### src/uvlo_pkg.sv
// Package with timing constants and rule summary for the undervoltage lockout sequencer
// Summary of operation
// - Both supply sides are protected against undervoltage, but only the low side raises the fault output.
// - The fault output stays asserted for as long as the low-side undervoltage state lasts.
// - Each comparator result must stay low for the filter time of 10 us before it counts as a trip.
// - Gates keep following their control inputs while the filter time is still running.
// - While a supply is tripped, the switches it feeds stay off and only the low side raises the fault.
// - A low-side trip turns off all three low-side switches whatever their inputs say.
// - The fault pulse lasts at least a minimum width and is stretched while the low supply stays low.
// - After low-side recovery each low-side phase turns on again only on a fresh rising input edge.
// - A high-side trip turns off only that phase's high-side switch and raises no fault.
// - After high-side recovery that phase turns on again only on a fresh rising input edge.
package uvlo_pkg;
  localparam int unsigned CLK_HZ         = 40_000_000;
  localparam int unsigned UV_FILTER_NS   = 10_000;
  // Filter is a nominal figure; round down so a dip of 10 us trips
  localparam int unsigned UV_FILTER_CYC  = (UV_FILTER_NS * (CLK_HZ / 1_000_000)) / 1000;
  localparam int unsigned FAULT_MIN_CYC  = 1000;
  localparam int unsigned CNT_W          = 16;
  localparam int unsigned PHASES         = 3;
endpackage

### src/supply_undervoltage_gate_lockout.sv
// Undervoltage lockout sequencer for a three-phase gate driver
`timescale 1ns/10ps
`default_nettype none
module supply_undervoltage_gate_lockout #(
  parameter int unsigned FILTER_CYC = uvlo_pkg::UV_FILTER_CYC,
  parameter int unsigned FAULT_CYC  = uvlo_pkg::FAULT_MIN_CYC
) (
  input  wire logic       i_sys_clk,        // 40 MHz clock
  input  wire logic       i_srst,           // Synchronous reset, high
  input  wire logic       i_lowside_ok,     // Low-side supply above level
  input  wire logic [2:0] i_highside_ok,    // Boot supplies above level
  input  wire logic [2:0] i_hi_in,          // High-side control inputs
  input  wire logic [2:0] i_lo_in,          // Low-side control inputs
  output var  logic [2:0] o_hi_gate,        // High-side gate drives
  output var  logic [2:0] o_lo_gate,        // Low-side gate drives
  output var  logic       o_fault_out       // Fault, high active
);

  // Timing in brief: every control input passes two flops, then an edge detector
  // compares the synced level with its copy one cycle older. A comparator
  // must read low for FILTER_CYC synced cycles before a trip is taken; a
  // shorter dip clears the counter and the gates keep following inputs.
  // A gate blocked by a trip or by reset comes back only on a fresh
  // low-to-high of its own input, so a level held high across recovery
  // cannot switch a phase on by surprise.
  // Whole state in one register
  typedef struct packed {
    logic [1:0]  lok_s;    // Low ok synchroniser
    logic [5:0]  hok_s;    // High ok synchronisers
    logic [5:0]  hin_s;    // High input synchronisers
    logic [5:0]  lin_s;    // Low input synchronisers
    logic [2:0]  hin_d;    // Delayed high inputs
    logic [2:0]  lin_d;    // Delayed low inputs
    logic [15:0] lcnt;     // Low filter counter
    logic [47:0] hcnt;     // High filter counters
    logic        luv;      // Low side tripped
    logic [2:0]  huv;      // High side tripped
    logic [2:0]  hblk;     // High phase waits for edge
    logic [2:0]  lblk;     // Low phase waits for edge
    logic [15:0] fcnt;     // Fault minimum width
    logic [2:0]  hg;
    logic [2:0]  lg;
    logic        flt;
  } state_t;

  state_t st_reg;
  state_t st_next;

  logic       lok;
  logic [2:0] hok;
  logic [2:0] hin;
  logic [2:0] lin;

  // Synchronised views, second stage only
  always_comb begin
    lok = st_reg.lok_s[1];
    for (int i = 0; i < 3; i++) begin
      hok[i] = st_reg.hok_s[2*i+1];
      hin[i] = st_reg.hin_s[2*i+1];
      lin[i] = st_reg.lin_s[2*i+1];
    end
  end

  // Next-state logic
  always_comb begin
    st_next = st_reg;
    st_next.lok_s = {st_reg.lok_s[0], i_lowside_ok};
    for (int i = 0; i < 3; i++) begin
      st_next.hok_s[2*i+1] = st_reg.hok_s[2*i];
      st_next.hok_s[2*i]   = i_highside_ok[i];
      st_next.hin_s[2*i+1] = st_reg.hin_s[2*i];
      st_next.hin_s[2*i]   = i_hi_in[i];
      st_next.lin_s[2*i+1] = st_reg.lin_s[2*i];
      st_next.lin_s[2*i]   = i_lo_in[i];
    end
    st_next.hin_d = hin;
    st_next.lin_d = lin;
    // Minimum-width counter; a fresh trip below reloads it
    if (st_reg.fcnt != 16'h0000)
      st_next.fcnt = st_reg.fcnt - 16'h0001;
    // Low-side filter and trip
    if (lok) begin
      st_next.lcnt = 16'h0000;
      st_next.luv  = 1'b0;
    end else if (!st_reg.luv) begin
      if (st_reg.lcnt >= 16'(FILTER_CYC - 1)) begin
        st_next.luv = 1'b1;
        st_next.lblk = 3'h7;
        st_next.fcnt = 16'(FAULT_CYC);
      end else begin
        st_next.lcnt = st_reg.lcnt + 16'h0001;
      end
    end
    // Per-phase high-side filter and edge re-arm
    for (int i = 0; i < 3; i++) begin
      if (hok[i]) begin
        st_next.hcnt[16*i +: 16] = 16'h0000;
        st_next.huv[i] = 1'b0;
      end else if (!st_reg.huv[i]) begin
        if (st_reg.hcnt[16*i +: 16] >= 16'(FILTER_CYC - 1)) begin
          st_next.huv[i]  = 1'b1;
          st_next.hblk[i] = 1'b1;
        end else begin
          st_next.hcnt[16*i +: 16] = st_reg.hcnt[16*i +: 16] + 16'h0001;
        end
      end
      // Fresh rising edge clears the wait once recovered
      if (!st_reg.huv[i] && hin[i] && !st_reg.hin_d[i] && !st_next.huv[i])
        st_next.hblk[i] = 1'b0;
      if (!st_reg.luv && lin[i] && !st_reg.lin_d[i] && !st_next.luv)
        st_next.lblk[i] = 1'b0;
    end
    // Gates pass inputs until trip, blocked while tripped or waiting
    st_next.hg = hin & ~st_next.huv & ~st_next.hblk & ~(st_next.huv);
    st_next.lg = lin & ~{3{st_next.luv}} & ~st_next.lblk;
    // Fault only from the low side, stretched
    st_next.flt = st_next.luv || (st_next.fcnt != 16'h0000);
  end

  // State register
  always_ff @(posedge i_sys_clk) begin
    if (i_srst) begin
      st_reg <= '0;
      st_reg.hblk <= 3'h7;
      st_reg.lblk <= 3'h7;
      // Inputs read as high so a level held high gives no false edge
      st_reg.hin_s <= 6'h3F;
      st_reg.lin_s <= 6'h3F;
      st_reg.hin_d <= 3'h7;
      st_reg.lin_d <= 3'h7;
    end else begin
      st_reg <= st_next;
    end
  end

  // Outputs straight from the state register
  always_comb begin
    o_hi_gate   = st_reg.hg;
    o_lo_gate   = st_reg.lg;
    o_fault_out = st_reg.flt;
  end

  // Assertions
  AST_LOW_TRIP_GATES: assert property (@(posedge i_sys_clk) disable iff (i_srst)
    st_reg.luv |-> o_lo_gate == 3'h0) else $error("low gates on during low trip");
  AST_FAULT_DURING_UV: assert property (@(posedge i_sys_clk) disable iff (i_srst)
    st_reg.luv |-> o_fault_out) else $error("fault low during low trip");
  AST_FAULT_MIN: assert property (@(posedge i_sys_clk) disable iff (i_srst)
    $rose(st_reg.luv) |-> o_fault_out [*8]) else $error("fault pulse too short");
  AST_HIGH_NO_FAULT: assert property (@(posedge i_sys_clk) disable iff (i_srst)
    (!st_reg.luv && st_reg.fcnt == 16'h0000) |-> !o_fault_out) else $error("fault without low trip");
  AST_HIGH_PHASE: assert property (@(posedge i_sys_clk) disable iff (i_srst)
    (st_reg.huv & o_hi_gate) == 3'h0) else $error("high gate on while tripped");
  AST_FILTER: assert property (@(posedge i_sys_clk) disable iff (i_srst)
    $rose(st_reg.luv) |-> $past(st_reg.lcnt) == 16'(FILTER_CYC - 1)) else $error("early trip");
  AST_REARM_LOW: assert property (@(posedge i_sys_clk) disable iff (i_srst)
    $fell(st_reg.lblk[0]) |-> $past(lin[0]) && !$past(st_reg.lin_d[0])) else $error("rearm w/o edge");
  AST_REARM_HIGH: assert property (@(posedge i_sys_clk) disable iff (i_srst)
    $fell(st_reg.hblk[0]) |-> $past(hin[0]) && !$past(st_reg.hin_d[0])) else $error("rearm w/o edge");
  AST_PASS: assert property (@(posedge i_sys_clk) disable iff (i_srst)
    (!st_reg.luv && st_reg.lblk == 3'h0 && !$past(st_reg.luv) && !st_next.luv)
      |=> o_lo_gate == $past(lin)) else $error("input not passed");

  // Reset leaves every drive off
  AST_RESET_OUT: assert property (@(posedge i_sys_clk)
    $past(i_srst) |-> (o_hi_gate == 3'h0 && o_lo_gate == 3'h0 && !o_fault_out))
    else $error("output on after reset");
  // Fault and width counter on a low trip
  AST_LOW_TRIP_FAULT: assert property (@(posedge i_sys_clk) disable iff (i_srst)
    $rose(st_reg.luv) |-> o_fault_out)
    else $error("no fault on low trip");
  AST_FAULT_LOAD: assert property (@(posedge i_sys_clk) disable iff (i_srst)
    $rose(st_reg.luv) |-> st_reg.fcnt == 16'(FAULT_CYC))
    else $error("fault width not loaded");
  AST_FAULT_STRETCH: assert property (@(posedge i_sys_clk) disable iff (i_srst)
    (st_reg.fcnt != 16'h0000) |-> o_fault_out)
    else $error("fault ended before minimum width");
  AST_LOW_TRIP_ALL: assert property (@(posedge i_sys_clk) disable iff (i_srst)
    $rose(st_reg.luv) |-> st_reg.lblk == 3'h7)
    else $error("low phase not blocked on trip");
  AST_LOW_RECOVER_WAIT: assert property (@(posedge i_sys_clk) disable iff (i_srst)
    $fell(st_reg.luv) |-> st_reg.lblk == 3'h7)
    else $error("low phase armed at recovery");
  AST_OK_CLEARS: assert property (@(posedge i_sys_clk) disable iff (i_srst)
    lok |=> st_reg.lcnt == 16'h0000)
    else $error("filter not cleared by good supply");

  // Per-phase checks
  for (genvar p = 0; p < 3; p++) begin : g_phase_chk
    AST_HIGH_FILTER: assert property (@(posedge i_sys_clk) disable iff (i_srst)
      $rose(st_reg.huv[p]) |-> $past(st_reg.hcnt[16*p +: 16]) == 16'(FILTER_CYC - 1))
      else $error("early high trip");
    AST_HIGH_PASS: assert property (@(posedge i_sys_clk) disable iff (i_srst)
      (!st_reg.huv[p] && !st_reg.hblk[p] && !st_next.huv[p]) |=> o_hi_gate[p] == $past(hin[p]))
      else $error("high input not passed");
    AST_HIGH_RECOVER_WAIT: assert property (@(posedge i_sys_clk) disable iff (i_srst)
      $fell(st_reg.huv[p]) |-> st_reg.hblk[p])
      else $error("high phase armed at recovery");
    AST_HIGH_WAIT_OFF: assert property (@(posedge i_sys_clk) disable iff (i_srst)
      st_reg.hblk[p] |-> !o_hi_gate[p])
      else $error("high gate on while waiting");
    AST_LOW_WAIT_OFF: assert property (@(posedge i_sys_clk) disable iff (i_srst)
      st_reg.lblk[p] |-> !o_lo_gate[p])
      else $error("low gate on while waiting");
    AST_HIGH_NO_FAULT_PH: assert property (@(posedge i_sys_clk) disable iff (i_srst)
      ($rose(st_reg.huv[p]) && !st_reg.luv && st_reg.fcnt == 16'h0000) |-> !o_fault_out)
      else $error("fault on high trip");
    AST_LOW_REARM_PH: assert property (@(posedge i_sys_clk) disable iff (i_srst)
      $fell(st_reg.lblk[p]) |-> $past(lin[p]) && !$past(st_reg.lin_d[p]))
      else $error("low rearm without edge");
  end

  COV_LOW_TRIP: cover property (@(posedge i_sys_clk) disable iff (i_srst) $rose(st_reg.luv));
  COV_HIGH_TRIP: cover property (@(posedge i_sys_clk) disable iff (i_srst) $rose(st_reg.huv[1]));
  COV_LOW_REARM: cover property (@(posedge i_sys_clk) disable iff (i_srst) $fell(st_reg.lblk[2]));
  COV_FAULT_END: cover property (@(posedge i_sys_clk) disable iff (i_srst) $fell(o_fault_out));
  COV_HIGH_REARM: cover property (@(posedge i_sys_clk) disable iff (i_srst) $fell(st_reg.hblk[0]));

endmodule
`default_nettype wire

### config.mk
export PLATFORM = sky130hd
export DESIGN_NAME = supply_undervoltage_gate_lockout
export DESIGN_NICKNAME = d
export VERILOG_FILES = /design/src/uvlo_pkg.sv /design/src/supply_undervoltage_gate_lockout.sv
export SDC_FILE = /design/constraint.sdc
export NUM_CORES = 1
export LEC_CHECK = 0
export BUFFER_PORTS_ARGS = -buffer_cell sky130_fd_sc_hd__buf_2
export CAP_MARGIN = 10
export CORE_MARGIN = 1.5
export CORE_UTILIZATION = 30
export DETAILED_ROUTE_END_ITERATION = 6
export PLACE_DENSITY_LB_ADDON = 0.2
export SLEW_MARGIN = 15
export SYNTH_ARGS = -nofsm -noshare
export SYNTH_HDL_FRONTEND = slang
export SYNTH_SLANG_ARGS = --single-unit
### constraint.sdc
create_clock -name i_sys_clk -period 3.35 [get_ports i_sys_clk]
set_input_delay 0.5025 -clock i_sys_clk [delete_from_list [all_inputs] [get_ports i_sys_clk]]
set_output_delay 0.5025 -clock i_sys_clk [all_outputs]
set_load 0.1 [all_outputs]
==> metrics.cfg <==
[status]
status=finished clean

[sta]
slew_viol_final=0
relSlewSlack=0.444
period_share=0.681
hold_viol=0
fmax_ghz=0.438
fin_skew_ns=0.00557
fin_tns_setup_ns=0
worst_pin_slew_ns=0.828
finalSetupViolations=0
rsz0062_at_grt=false
period_needed_ns=2.28

[synthesis]
syn_area_um2=4800
synth-seq-area-share=0.513
synth-main-ff-cell=dfxtp_1
ys_types=50
netlist_instances=514
async_flop_share=0
ys.warnings.count=0
synth_edf_count=0
syn_area_per_cell_um2=9.33
syn_nets=532
ys_ff_latch=123

[setup_path]
critPathLaunchType=flop
arrival_ns=2.55
required_ns=3.62
critical_path_class=reg2reg
rrSetupSlack_ns=1.07
r2r_start=st_reg[7]
timing.rr.end=o_fault_out
endpoint_kind=flop
critical_path.max_fanout=7
reg2reg_depth=7

[drt]
viasPerCell=4.66
final_antenna_net_count=0
avgRoutedWirePerCell_um=12.2
firstDrtPassIters=4
drt-total-wl_um=9260
drt_iter0_drc=128
vias=3548
drc=0

[power]
power.density_nw_per_um2=801
total_power_mw=4.59
p_leak_nw=2.23
peakVddDrop_mv=0.480

[cells_and_area]
synthToLayoutAreaGrowth_pct=19.5
drive_gt1_frac=0.141
final_util=0.363
fillCellCount=1597
multi_input_area_um2=2160
largest_reg_flops=96
num_antenna_cells=0
regArea_um2=2460
num-nets-final=551

[floorplan]
start_util=0.304
rows=46
ios=19
fp.dieH_um=129
die-area_um2=16800
die_w_um=129
core-area_um2=15800

[clock_tree]
clock-sinks=123
cts_inserted_buffers=17
cts.clk_slew.worst_paths_ns=0.05
cts_tree=done
hold_buffers=0
cts_resized=0
postCtsSetupBuffers=0
clockBufferDepth=2
clockRootBuffer=clkbuf_16
clock_latency_ns=0.41
htree_levels=4

[job]
cap_violations=0

[placement]
dpl.hpwl_um=6390
gp_routability_congestion=0.834
io_buffers=18

[hold_path]
hp-start=i_lo_in[2]
hold-path-endpoint=st_next[108]
min-delay-path-class=in2reg
hold_depth=2

[global_route]
grt_pass1_wl_um=16500
antenna_found_initial=0
grt_overflow_total=0
grt_pass1_vias=3599
grt_max_degree=40
grtUsageTotal=0.126

-- Yosys cell counts, drive strengths merged, types with 2 or more instances --
master | count | area, um2
or4 | 6 | 52.6
nor3 | 23 | 115
a31o | 2 | 17.5
xor2 | 6 | 52.6
nor4b | 6 | 52.6
nor4 | 17 | 113
or2 | 20 | 125
ha | 6 | 75.1
and4 | 3 | 26.3
clkbuf | 6 | 22.5
nand2 | 26 | 100
nor2b | 9 | 56.3
and2 | 34 | 213
o211a | 3 | 30.0
a21oi | 21 | 105
o311ai | 4 | 35.0
a41oi | 6 | 52.6
a31oi | 5 | 31.3
or3 | 9 | 56.3
and3 | 3 | 18.8
buf | 14 | 86.3
nand3 | 14 | 70.1
inv | 18 | 67.6
nand4 | 7 | 43.8
a211oi | 3 | 22.5
o21ai | 11 | 55.1
nor2 | 62 | 233
a21o | 5 | 37.5
mux2i | 5 | 50.1
o31ai | 4 | 30.0
dfxtp | 123 | 2460
xnor2 | 21 | 184
-- worst max-delay path by stage --
stage	startpoint	to	slack, ns	depth (start not counted)
finish	st_reg[7]	o_fault_out	1.07	7
global route	st_reg[7]	o_fault_out	0.77	7
CTS	st_reg[7]	o_fault_out	1.08	7
detailed placement	st_reg[9]	o_fault_out	1.09	5
global placement	st_reg[7]	o_fault_out	1.10	7
floorplan	st_reg[7]	st_reg[10]	1.17	9
-- power breakdown --
group | total [mW] | switching (mW) | internal [mW]
combinational | 0.866 | 0.496 | 0.370
clock | 2.03 | 0.638 | 1.40
sequential | 1.69 | 0.115 | 1.57
-- routing by layer --
metal / global-route usage / up-vias / part of all wire
met5: 0 / - / 0
met2: 0.209 / 38 / 0.48
met4: 0.0542 / 0 / 0.012
met3: 0.0458 / 10 / 0.040
li1: - / 1834 / -
met1: 0.146 / 1666 / 0.47
-- area by class of cell --
cell class                 count  share of cell area
timing repair buffer          20              0.0183
sequential                   123               0.430
clock buffer                  21              0.0838
multi-input combinational    353               0.376
tap                          216              0.0472
inverter                      18              0.0118
clock inverter                10              0.0328
-- cells in the final DEF, fill, tap and decap left out, types with 7 or more instances in the layout --
| cell | count |
|---|---|
| nor2b_1 | 9 |
| buf_2 | 18 |
| or2_2 | 20 |
| nor3_1 | 23 |
| nor4_1 | 16 |
| nand3_1 | 14 |
| or3_1 | 9 |
| and2_1 | 34 |
| o21ai_0 | 11 |
| clkbuf_16 | 17 |
| a21oi_1 | 21 |
| dfxtp_1 | 123 |
| inv_1 | 18 |
| nand2_1 | 25 |
| nand4_1 | 7 |
| xnor2_1 | 21 |
| nor2_1 | 62 |
-- worst max-delay path, cell delays in order (launching register included) --
cell and delay (ns):
dfxtp_1 0.36, inv_1 0.10, ha_1 0.14, or4b_1 0.55, nor3_1 0.55, nand3_1 0.14
a21oi_1 0.18, a41oi_1 0.12
-- metrics by stage --
| step | worst slack [ns] | hold WS [ns] | cells | area (um2) |
|---|---|---|---|---|
| after floorplan | 1.17 | 0.389 | 514 | 4800 |
| after global placement | 1.10 | 0.397 | 730 | 5060 |
| after detailed placement | 1.09 | 0.397 | 730 | 5060 |
| after CTS | 1.08 | 0.258 | 761 | 5730 |
| after global routing | 0.769 | 0.263 | 761 | 5730 |
| final | 1.07 | 0.281 | 761 | 5730 |
-- kinds of logic after synthesis --
| kind of cell | synth area share |
|---|---|
| adders and majority gates | 0.0157 |
| muxes | 0.0104 |
| buffers and inverters | 0.0368 |
| and+or+nand+nor | 0.273 |
| xor gates and xnor gates | 0.0493 |
| DFF | 0.513 |
| AOI/OAI and AO/OA | 0.101 |
(Power assumes the default switching activity.)
